==> config.mk <==
export PLATFORM = sky130hd
export DESIGN_NAME = cnr_receive_port
export DESIGN_NICKNAME = d
export VERILOG_FILES = /design/src/cnr_pkg.sv /design/src/cnr_receive_port.sv
export SDC_FILE = /design/constraint.sdc
export NUM_CORES = 1
export LEC_CHECK = 0
export BUFFER_PORTS_ARGS = -buffer_cell sky130_fd_sc_hd__buf_2
export CORE_ASPECT_RATIO = 0.6
export CORE_MARGIN = 3
export CORE_UTILIZATION = 50
export DETAILED_ROUTE_END_ITERATION = 8
export PLACE_DENSITY = 0.73
export SYNTH_ARGS = -nofsm -noshare
export SYNTH_HDL_FRONTEND = slang
export SYNTH_SLANG_ARGS = --single-unit
export TNS_END_PERCENT = 50
==> constraint.sdc <==
create_clock -name sys_clk -period 2.4 [get_ports sys_clk]
set_clock_uncertainty 0.1 [all_clocks]
set_input_delay 0 -clock sys_clk [delete_from_list [all_inputs] [get_ports sys_clk]]
set_output_delay 0 -clock sys_clk [all_outputs]
set_load 0.01 [all_outputs]
==> src/cnr_pkg.sv <==
// Shared types and constants for the cell and nibble receive port
package cnr_pkg;
  // Receive mode: octet cells, nibbles, or single serial bit
  typedef enum logic [1:0] {
    CNR_MODE_CELL,
    CNR_MODE_NIBBLE,
    CNR_MODE_SERIAL
  } cnr_mode_t;

  localparam int unsigned CNR_CELL_OCTETS = 53;
  localparam int unsigned CNR_OCTET_W = 8;
  localparam int unsigned CNR_NIBBLE_W = 4;
  localparam logic [5:0] CNR_CNT_RST = 6'h00;
  localparam logic [7:0] CNR_DATA_RST = 8'h00;
  // Width codes carried with each handed-over unit
  localparam logic [2:0] CNR_WIDTH_OCTET = 3'h0;
  localparam logic [2:0] CNR_WIDTH_NIBBLE = 3'h4;
  localparam logic [2:0] CNR_WIDTH_BIT = 3'h1;

  // Word handed to the internal receive logic
  typedef struct packed {
    logic [7:0] data;
    logic [2:0] width;
    logic       cell_start;
    logic       cell_end;
  } cnr_word_t;
endpackage

==> src/cnr_receive_port.sv <==
// Receive port: octets, nibbles or serial bits from the link
// Overview of operation
// RQ1 - Cell mode takes whole octets on eight data lines, line 7 MSB.
// RQ2 - Cells are 53 octets; an octet counter tracks cell boundaries.
// RQ3 - PHY fills idle time with idle cells, keeping cell alignment.
// RQ4 - PHY drives data only while receive enable is asserted toward it; code asserts it in cell mode only, not for nibble or serial.
// RQ5 - Nibble modes take four bits on lines 0 to 3, line 3 MSB.
// RQ6 - Serial modes take data on a single serial input line.
// RQ7 - Data sampled on link clock edges, handed over synchronised.
`timescale 1ns/100ps
`default_nettype none
module cnr_receive_port (
  // System
  input wire logic sys_clk,
  input wire logic rst_b,
  // Configuration
  input wire cnr_pkg::cnr_mode_t mode,
  input wire logic port_enable,
  // Link pins
  input wire logic rx_clk,
  input wire logic [7:0] rx_data,
  input wire logic rx_serial,
  output logic receive_enable,
  // Internal receive side
  output cnr_pkg::cnr_word_t word,
  output logic word_valid
);
  logic [2:0] clk_sync_q;
  logic [7:0] data_s1_q, data_s2_q;
  logic ser_s1_q, ser_s2_q;
  logic [5:0] octet_cnt_q;
  cnr_pkg::cnr_word_t word_q;
  logic valid_q;
  logic rise;

  // Cell-mode test, shared by the enable, the counter and the checks
  function automatic logic is_cell(input cnr_pkg::cnr_mode_t m);
    return m == cnr_pkg::CNR_MODE_CELL;
  endfunction

  // Link clock and data: two flops before use
  always_ff @(posedge sys_clk) begin
    if (!rst_b) begin
      clk_sync_q <= 3'h0;
      data_s1_q <= cnr_pkg::CNR_DATA_RST;
      data_s2_q <= cnr_pkg::CNR_DATA_RST;
      ser_s1_q <= 1'b0;
      ser_s2_q <= 1'b0;
    end else begin
      clk_sync_q <= {clk_sync_q[1:0], rx_clk};
      data_s1_q <= rx_data;
      data_s2_q <= data_s1_q;
      ser_s1_q <= rx_serial;
      ser_s2_q <= ser_s1_q;
    end
  end

  // Edge seen only from synchronised copies
  assign rise = clk_sync_q[1] & ~clk_sync_q[2]; // RQ7

  // Enable toward the PHY, raised in cell mode only; there it drives the bus only while high
  always_ff @(posedge sys_clk) begin
    if (!rst_b) begin
      receive_enable <= 1'b0;
    end else begin
      receive_enable <= port_enable && is_cell(mode); // RQ4
    end
  end

  // Octet position within a cell; idle cells keep the count aligned
  always_ff @(posedge sys_clk) begin
    if (!rst_b || !is_cell(mode) || !receive_enable) begin
      octet_cnt_q <= cnr_pkg::CNR_CNT_RST;
    end else if (rise) begin
      if (octet_cnt_q == 6'(cnr_pkg::CNR_CELL_OCTETS - 1)) begin // RQ2
        octet_cnt_q <= cnr_pkg::CNR_CNT_RST;
      end else begin
        octet_cnt_q <= octet_cnt_q + 6'h01;
      end
    end
  end

  // Capture one unit per link clock rising edge while port_enable is high; cell mode also needs receive_enable
  always_ff @(posedge sys_clk) begin
    if (!rst_b) begin
      word_q <= '0;
      valid_q <= 1'b0;
    end else begin
      valid_q <= 1'b0;
      if (rise && port_enable) begin
        valid_q <= 1'b1; // RQ7
        word_q.cell_start <= 1'b0;
        word_q.cell_end <= 1'b0;
        case (mode)
          cnr_pkg::CNR_MODE_CELL: begin
            if (receive_enable) begin
              word_q.data <= data_s2_q; // RQ1
              word_q.width <= cnr_pkg::CNR_WIDTH_OCTET;
              word_q.cell_start <= (octet_cnt_q == cnr_pkg::CNR_CNT_RST);
              word_q.cell_end <=
                (octet_cnt_q == 6'(cnr_pkg::CNR_CELL_OCTETS - 1)); // RQ2
            end else begin
              valid_q <= 1'b0;
            end
          end
          cnr_pkg::CNR_MODE_NIBBLE: begin
            word_q.data <= {4'h0, data_s2_q[3:0]}; // RQ5
            word_q.width <= cnr_pkg::CNR_WIDTH_NIBBLE;
          end
          cnr_pkg::CNR_MODE_SERIAL: begin
            word_q.data <= {7'h00, ser_s2_q}; // RQ6
            word_q.width <= cnr_pkg::CNR_WIDTH_BIT;
          end
          default: begin
            valid_q <= 1'b0;
          end
        endcase
      end
    end
  end

  assign word = word_q;
  assign word_valid = valid_q;
endmodule
`default_nettype wire

==> metrics.md, run 1 <==
| Metric | Value |
|---|---|
| CP Capture Type | register |
| Synth cell types | 33 |
| Simple-gate share of the synthesized area | 0.238 |
| Most frequent cells in the layout | 41 x dfxtp_1, 28 x buf_2, 21 x and2_1, 19 x a21oi_1, 11 x dlygate4sd3_1 |
| Sink Count | just over 40 |
| Layout cell share with drive strength beyond 1 | 0.184 |
| Multi-input gate area | 708 sq um |
| FMAX | 0.654 GHz |
| Mapped Cells | 161 |
| Hold Violations, Final | 0 |
| Clk_lat worst skew | 0.29 ns |
| GR Overflow Total | 0 |
| Largest family of logic cells by synthesized area | simple AND/OR/NAND/NOR gates |
| Die Height | 49.6 um |
| Status | finished clean |
| Post-CTS sizing | 0 |
| Total Routed Length | 3070 um |
| Average cell area after synthesis | 9.85 sq um |
| Post-synthesis sequential area ratio | 0.517 |
| Crit path DAT | 1.65 ns |
| Final setup fails | 0 |
| Cell area power density | 624 mW/mm^2 |
| Core ar. | 0.00295 sq mm |
| Post-synthesis mux area share | 0.00710 |
| Detailed Routing Iterations Pass 1 | 4 |
| Slowest stage cell, crit path | or4_1 |
| Antenna Nets Post-Route | 0 |
| Ant. Diodes | 0 |
| DP Wirelength | 2240 um |
| Synth Area in Adders | 0.0631 |
| Overall global routing resource usage | 0.176 |
| Fin crit share | 0.637 |
| RSZ-0062 raised after global routing | no |
| Vias | approximately 1.2k |
| Die area | 0.00391 sq mm |
| CP Cell Sequence | inv_1 > ha_1 > nand2b_1 > or4_1 > a21oi_1 |
| DR WL/cell | roughly 13 um |
| CTS tree | yes |
| Nets | ~220 |
| Syn nets | 184 |
| Starting density of the core | 0.538 |
| Number of global-route vias before repair | 1187 |
| Post-synth ARST share | 0 |
| Number of max-cap violations | 0 |
| Clk pin slew, worst setup/hold paths | 0.07 ns |
| Worst Path Required | 2.52 ns |
| IO buf count | 28 |
| Tmin final | 1.53 ns |
| Placed cell area | approximately 0.0017 sq mm |
| Post-route cell area | 0.00194 sq mm |
| Root buffer cell | clkbuf_8 |
| Cell Area, Synth | ~0.0016 sq mm |
| Initial antenna violation count | 0 |
| Final Slew Violations | 0 |
| Total of warnings raised by yosys | 0 |
| Slowest stage delay, CP | 0.53 ns |
| Area Overhead vs Synth | 22.2% |
| CTS Buf Count | 5 |
| Setup TNS | 0 ns |
| Post-CTS Hold Buffers | 11 |
| Predominant post-synthesis flop cell | dfxtp_1 |
| # fillers | 251 |
| CP top delay family | simple AND/OR/NAND/NOR gates |
| Startpoint types | register |
| Storage cell area | 821 sq um |
| Drt drc | 0 |
| VDD IR max | 0.000344 V |
| WS Path Type | register to register |
| Compound-Gate Fraction of Synth Area | 0.136 |
| CP max FO | 6 |
| Post-synth EDFFs | 0 |
| Synth Area in XOR/XNOR | 0 |
| H-tree depth | 2 |
| Most common cell after layout, fill and taps aside | dfxtp_1 |
| Hold WC Path Type | input port to register |
| Routed vias/inst | 5.13 |
| WP buf/inv | 1 |
| First-pass GRT wire length | between 5000 and 6000 um |
| Die Wd | around 80 um |
| Max Buffers Root-to-Sink | 2 |
| RePlAce Congestion | 0.832 |
| Number of synthesized register bits | 41 |
| FP Rows | 15 |
| Io pins | 30 |
| Largest net degree at the start of global routing | 26 |
| Static leakage | 0.000792 uW |
| Initial drt markers | a little over 90 |
| Setup repair bufs after CTS | 0 |
## metrics by stage
stage | hold WS (ns) | power (uW) | utilization | instances | worst slack [ns]
after global placement | 0.104 | 780 | 0.591 | 224 | 0.912
final | 0.0227 | 1210 | 0.658 | 243 | 0.870
after global routing | 0.0432 | 1260 | 0.658 | 243 | 0.742
after floorplan | 0.0217 | 762 | - | 161 | 0.987
after CTS | 0.0228 | 1220 | 0.658 | 243 | 0.869
after detailed placement | 0.109 | 784 | 0.591 | 224 | 0.870
## synth_stat cells (3+ instances only)
| cell type | instances | area (sq um) |
|---|---|---|
| nand2_1 | 8 | 30.0 |
| nand4b_1 | 4 | 35.0 |
| or3_1 | 3 | 18.8 |
| clkbuf_1 | 4 | 15.0 |
| o21ai_0 | 10 | 50.1 |
| nand4_1 | 3 | 18.8 |
| ha_1 | 8 | 100 |
| dfxtp_1 | 41 | 821 |
| and2_1 | 21 | 131 |
| or4_1 | 3 | 22.5 |
| nand2b_1 | 3 | 18.8 |
| nand3_1 | 6 | 30.0 |
| a21oi_1 | 19 | 95.1 |
| inv_1 | 5 | 18.8 |
## layout make-up
type	instances	area share
inverter	5	0.00968
sequential	41	0.423
timing repair buffer	39	0.129
clock inverter	2	0.00775
clock buffer	6	0.0374
multi-input combinational	108	0.365
tap	42	0.0271
## kinds of logic after synthesis
logic type,count (synthesis)
AND/OR/NAND/NOR,60
flip-flops,41
AO/OA/AOI/OAI,38
buffers and inverters,12
adder cells (fa/ha/maj),8
multiplexers,1
other,1
## power breakdown
part           internal [uW]  switching [uW]  total (uW)
combinational           40.9            36.8        77.8
clock                    204             224         428
sequential               697            6.88         704
## path summary, 6_finish.rpt
path	start	to	slack [ns]	cells past startpoint
worst min-delay path	rst_b	clk_sync_q[2]$_SDFF_PN0_	0.02	2
worst max-delay path	octet_cnt_q[0]$_SDFFE_PP0P_	word[1]$_SDFFE_PN0P_	0.87	5
worst max register to register	octet_cnt_q[0]$_SDFFE_PP0P_	word[1]$_SDFFE_PN0P_	0.87	5
worst min register to register	data_s1_q[4]$_SDFF_PN0_	data_s2_q[4]$_SDFF_PN0_	0.34	1
## registers in the layout, indices dropped and copies added, names as in the netlist
| signal | cells |
|---|---|
| clk_sync_q | 3 |
| data_s1_q | 8 |
| data_s2_q | 8 |
| octet_cnt_q | 6 |
| receive_enable | 1 |
| ser_s1_q | 1 |
| ser_s2_q | 1 |
| word | 12 |
| word_valid | 1 |
## per-layer routing
layer,wire length [um],track usage
met1,1510,0.231
met2,1370,0.268
met3,153,0.0602
met4,40,0.0698
met5,0,0
No activity file was read; power rests on OpenSTA's default activity.
==> run 2, diff against run 1 <==
==> constraint.sdc (replaced) <==
create_clock -name sys_clk -period 1.6 [get_ports sys_clk]
set_clock_uncertainty 0.1 [all_clocks]
set_input_delay 0 -clock sys_clk [delete_from_list [all_inputs] [get_ports sys_clk]]
set_output_delay 0 -clock sys_clk [all_outputs]
set_load 0.01 [all_outputs]
==> run 2 against run 1 <==
  * Register-to-register slack got worse by 0.78 ns
  * Final cell count increased by 1.2%
  * Wire length increased by 11%
  * Core utilization increased by 2.8 points
  * Combinational power increased by 57%
  * Sequential cell count unchanged
  * Sequential power increased by 51%
  * Largest power group unchanged
  * Highest routed layer unchanged
==> metrics.md, run 2 (synthesis gave the netlist of run 1 again) <==
| Metric | Value |
|---|---|
| Area Overhead vs Synth | 27.3% |
| CP Capture Type | register |
| Detail Route met2 WL | 1530 um |
| DR WL/cell | 13.9 um |
| Max reg flops | 12 |
| First-pass GRT wire length | roughly 5400 um |
| Ant. Diodes | 0 |
| Fin crit share | 0.943 |
| Fin util | 0.685 |
| Root buffer cell | clkbuf_8 |
| GR Overflow Total | 0 |
| Starting density of the core | 0.538 |
| Number of global-route vias before repair | 1198 |
| Antenna Nets Post-Route | 0 |
| FMAX | between 0.6 and 0.7 GHz |
| Final setup fails | 0 |
| Setup repair bufs after CTS | 0 |
| Hold WC Path Type | input port to register |
| Placement Setup Slack | 0.0509 ns |
| WS Path Type | register to register |
| Die area | 0.00391 sq mm |
| Worst setup margin | slightly above 0.09 ns |
| Most common cell after layout, fill and taps aside | dfxtp_1 |
| Non-Filler Instances | 246 |
| Final Slew Violations | 0 |
| Routed vias/inst | 5.30 |
| Highest Signal Layer | met4 |
| Routed wl met3 | 314 um |
| Most frequent cells in the layout | 40 x dfxtp_1, 28 x buf_2, 21 x and2_1, 18 x a21oi_1, 11 x dlygate4sd3_1 |
| Slowest stage cell, crit path | or4_4 |
| Crit path DAT | 1.64 ns |
| Status | finished clean |
| Die Height | just under 50 um |
| Initial antenna violation count | 0 |
| Number of max-cap violations | 0 |
| Static leakage | 0.000841 uW |
| IO buf count | 28 |
| RePlAce Congestion | around 0.85 |
| Sink Count | approximately 40 |
| Cell count after placement | roughly 230 |
| Drt drc | 0 |
| CP max FO | 4 |
| Core ar. | 0.00295 sq mm |
| Clk pin slew, worst setup/hold paths | 0.08 ns |
| Initial drt markers | 95 |
| VDD IR max | 0.000561 V |
| Worst Path Required | 1.73 ns |
| CP Cell Sequence | inv_1 > ha_1 > nand2b_1 > or4_4 > a21oi_2 |
| CTS Buf Count | 5 |
| Layout cell share with drive strength beyond 1 | 0.221 |
| Vias | 1303 |
| DRT met1 WL | 1520 um |
| Max Buffers Root-to-Sink | 2 |
| Die Wd | 78.7 um |
| Slowest stage delay, CP | roughly 0.53 ns |
| FP Rows | 15 |
| H-tree depth | 2 |
| Io pins | 30 |
| Hold Violations, Final | 0 |
| # fillers | about 250 |
| Detailed Routing Iterations Pass 1 | 4 |
| DP Wirelength | around 2400 um |
| WHS | 0.0207 ns |
| Setup TNS | 0 ns |
| Overall global routing resource usage | 0.185 |
| Largest net degree at the start of global routing | 26 |
| Nets | 226 |
| CTS tree | yes |
| Cell area power density | 1060 mW/mm^2 |
| Startpoint types | register |
| Tmin final | 1.51 ns |
| Total Routed Length | 3420 um |
| RSZ-0062 raised after global routing | no |
| Clk_lat worst skew | 0.30 ns |
run 2: per-layer routing:
metal	vias to the layer above	track usage
met3	9	0.0602
met4	0	0.0988
met2	60	0.282
li1	653	-
met1	581	0.234
met5	-	0
run 2: report_power, final:
| part | internal [uW] | switching (uW) | leakage, uW | total (uW) |
|---|---|---|---|---|
| sequential | 1050 | 10.4 | 0.000335 | 1060 |
| combinational | 63.8 | 58.7 | 0.000438 | 122 |
| clock | 619 | 346 | 0.0000681 | 965 |
run 2: repair_timing:
action / in CTS / in global routing
hold buffers: 11 / 0
resized for setup: 0 / 4
hold endpoints to repair: 11 / 0
endpoints found under the setup margin: 0 / 8
run 2: final timing paths:
check | startpoint | end | cells past startpoint | slack (ns)
setup reg to reg | octet_cnt_q[0]$_SDFFE_PP0P_ | word[1]$_SDFFE_PN0P_ | 5 | 0.09
hold reg to reg | data_s1_q[4]$_SDFF_PN0_ | data_s2_q[4]$_SDFF_PN0_ | 1 | 0.34
setup / recovery | octet_cnt_q[0]$_SDFFE_PP0P_ | word[1]$_SDFFE_PN0P_ | 5 | 0.09
hold / removal | rst_b | clk_sync_q[1]$_SDFF_PN0_ | 2 | 0.02
run 2: worst max-delay path: cells and delay by family, from the launching register on:
family / cells / cell delay, ns
flops: 1 / 0.35
compound gates: 1 / 0.14
buf+inv: 1 / 0.08
fa+ha+maj: 1 / 0.15
simple gates: 2 / 0.62
run 2: per-stage QoR:
stage / area [sq um] / total power (uW)
2_1_floorplan: 1590 / 1140
3_3_place_gp: 1760 / 1170
3_5_place_dp: 1760 / 1180
4_1_cts: 2010 / 2150
5_1_grt: 2020 / 2220
6_report: 2020 / 2140
run 2: area by class of cell:
| cell class | instances | area [sq um] | share of cell area |
|---|---|---|---|
| Clock buffer | 5 | 68.8 | 0.0341 |
| Multi-Input combinational cell | 108 | 719 | 0.356 |
| Timing Repair Buffer | 42 | 273 | 0.135 |
| Inverter | 5 | 18.8 | 0.00929 |
| Sequential cell | 41 | 822 | 0.407 |
| Clock inverter | 3 | 65.1 | 0.0322 |
| Tap cell | 42 | 52.6 | 0.0260 |
==> run 3, diff against run 2 <==
--- a/config.mk
+++ b/config.mk
@@ -11,6 +11,7 @@
 export CORE_UTILIZATION = 50
 export DETAILED_ROUTE_END_ITERATION = 8
 export PLACE_DENSITY = 0.73
+export REMOVE_ABC_BUFFERS = 1
 export SYNTH_ARGS = -nofsm -noshare
 export SYNTH_HDL_FRONTEND = slang
 export SYNTH_SLANG_ARGS = --single-unit
==> run 3 against run 2 <==
  * Final area shrank 2.2%
  * Combinational power hardly changed
  * Global-route usage is 0.27 points lower
  * Worst hold slack better by 0.021 ns
  * Setup slack improved by 0.017 ns
==> metrics.md, run 3 (synthesis gave the netlist of run 1 again) <==
| Metric | Value |
|---|---|
| Worst r2r src | octet_cnt_q[0]$_SDFFE_PP0P_ |
| Sink Count | 41 |
| FMAX | around 0.67 GHz |
| IO buf count | 28 |
| GR Overflow Total | 0 |
| Final Power | 1830 uW |
| Clk pin slew, worst setup/hold paths | around 0.070 ns |
| CP Capture Type | register |
| WHS | 0.0412 ns |
| CP Launch Point | octet_cnt_q[0]$_SDFFE_PP0P_ |
| FF-to-FF setup slack | 0.11 ns |
| Max reg flops | 12 |
| Routed vias/inst | 5.28 |
| WS Path Type | register to register |
| Worst Setup EP | octet_cnt_q[5]$_SDFFE_PP0P_ |
| Critical Path Stages | 6 |
| RSZ-0062 raised after global routing | no |
| Vias | 1300 |
| Reg2reg path depth | 6 |
| CP Cell Sequence | inv_1 > ha_1 > nand2b_1 > buf_4 > o31ai_1 > a21oi_1 |
| DP Wirelength | 2300 um |
| Worst setup margin | approximately 0.11 ns |
| FP Rows | 15 |
| Most common cell after layout, fill and taps aside | dfxtp_1 |
| Nets | 227 |
| Most frequent cells in the layout | 39 x dfxtp_1, 28 x buf_2, 21 x and2_1, 19 x a21oi_1, 11 x dlygate4sd3_1 |
| Starting density of the core | 0.538 |
| Layout cell share with drive strength beyond 1 | 0.216 |
| First-pass GRT wire length | around 5400 um |
| Static leakage | 0.000817 uW |
| Drt drc | 0 |
| Total Routed Length | 3260 um |
| Initial drt markers | 137 |
| Cell area power density | 926 mW/mm^2 |
| CP max FO | 4 |
| Area Overhead vs Synth | 24.5% |
| Final Slew Violations | 0 |
| Die Height | between 40 and 50 um |
| Fin util | 0.670 |
| Clk_lat worst skew | 0.28 ns |
| CTS tree | yes |
| DR WL/cell | 13.3 um |
| RePlAce Congestion | 0.855 |
| Die Wd | roughly 80 um |
| H-tree depth | 2 |
| Tmin final | 1.49 ns |
| Startpoint types | register |
| Initial antenna violation count | 0 |
| Fin crit share | 0.932 |
| Number of global-route vias before repair | 1142 |
| Hold WC Path Type | input port to register |
| Max Buffers Root-to-Sink | 2 |
| Slowest stage cell, crit path | o31ai_1 |
| Detailed Routing Iterations Pass 1 | 4 |
| Core ar. | between 0.002 and 0.003 sq mm |
| Ant. Diodes | 0 |
| Number of max-cap violations | 0 |
| VDD IR max | 0.000701 V |
| Antenna Nets Post-Route | 0 |
| Setup TNS | 0 ns |
| CP top delay family | compound AO/OA/AOI/OAI gates |
| RR Endpoint | octet_cnt_q[5]$_SDFFE_PP0P_ |
| CTS Buf Count | 5 |
| WP buf/inv | 2 |
| Hold Violations, Final | 0 |
| Root buffer cell | clkbuf_8 |
| Status | finished clean |
| Die area | roughly 0.0039 sq mm |
| Crit path DAT | 1.55 ns |
| Final setup fails | 0 |
| Worst Path Required | between 1.5 and 2 ns |
| Overall global routing resource usage | 0.183 |
| Io pins | 30 |
| Largest net degree at the start of global routing | 26 |
| Placement Setup Slack | 0.0399 ns |
| Slowest stage delay, CP | between 0.3 and 0.4 ns |
[run 3: layout make-up]
class | count | area (sq um)
Tap cell | 42 | 52.6
Multi-Input combinational cell | 108 | 714
Fill cell | 230 | 971
Sequential cell | 41 | 823
Inverter | 5 | 18.8
Clock buffer | 7 | 86.3
Timing Repair Buffer | 43 | 280
[run 3: how the worst min path moves through the flow]
| stage | start | end | cells past startpoint |
|---|---|---|---|
| detailed placement | rx_data[3] | data_s1_q[3]$_SDFF_PN0_ | 2 |
| floorplan | rst_b | clk_sync_q[0]$_SDFF_PN0_ | 1 |
| CTS | mode[1] | word_valid$_SDFF_PN0_ | 3 |
| global placement | rx_serial | ser_s1_q$_SDFF_PN0_ | 2 |
| global route | mode[1] | word_valid$_SDFF_PN0_ | 3 |
| finish | rst_b | clk_sync_q[1]$_SDFF_PN0_ | 2 |
[run 3: routing by layer]
metal  share of wire  track usage  routed length, um  vias up
li1                -            -                  -      652
met1            0.48        0.251               1550      582
met2            0.42        0.256               1380       57
met3           0.090       0.0712                293        9
met4           0.013       0.0698                 41        0
met5               0            0                  0        -
[run 3: metrics by stage]
| step | cells | instance area (sq um) |
|---|---|---|
| 2_1_floorplan | 154 | 1550 |
| 3_3_place_gp | 228 | 1770 |
| 3_5_place_dp | 228 | 1770 |
| 4_1_cts | 246 | 1970 |
| 5_1_grt | 246 | 1980 |
| 6_report | 246 | 1980 |
[run 3: timing repair]
item / CTS / global route
hold buffers: 11 / 0
hold endpoints to repair: 11 / 0
endpoints found under the setup margin: 0 / 5
setup buffers: 0 / 0
gates resized for setup: 0 / 4
[run 3: power breakdown]
group,switching (uW),internal (uW)
combinational,59.7,64.3
sequential,8.55,1050
clock,309,342
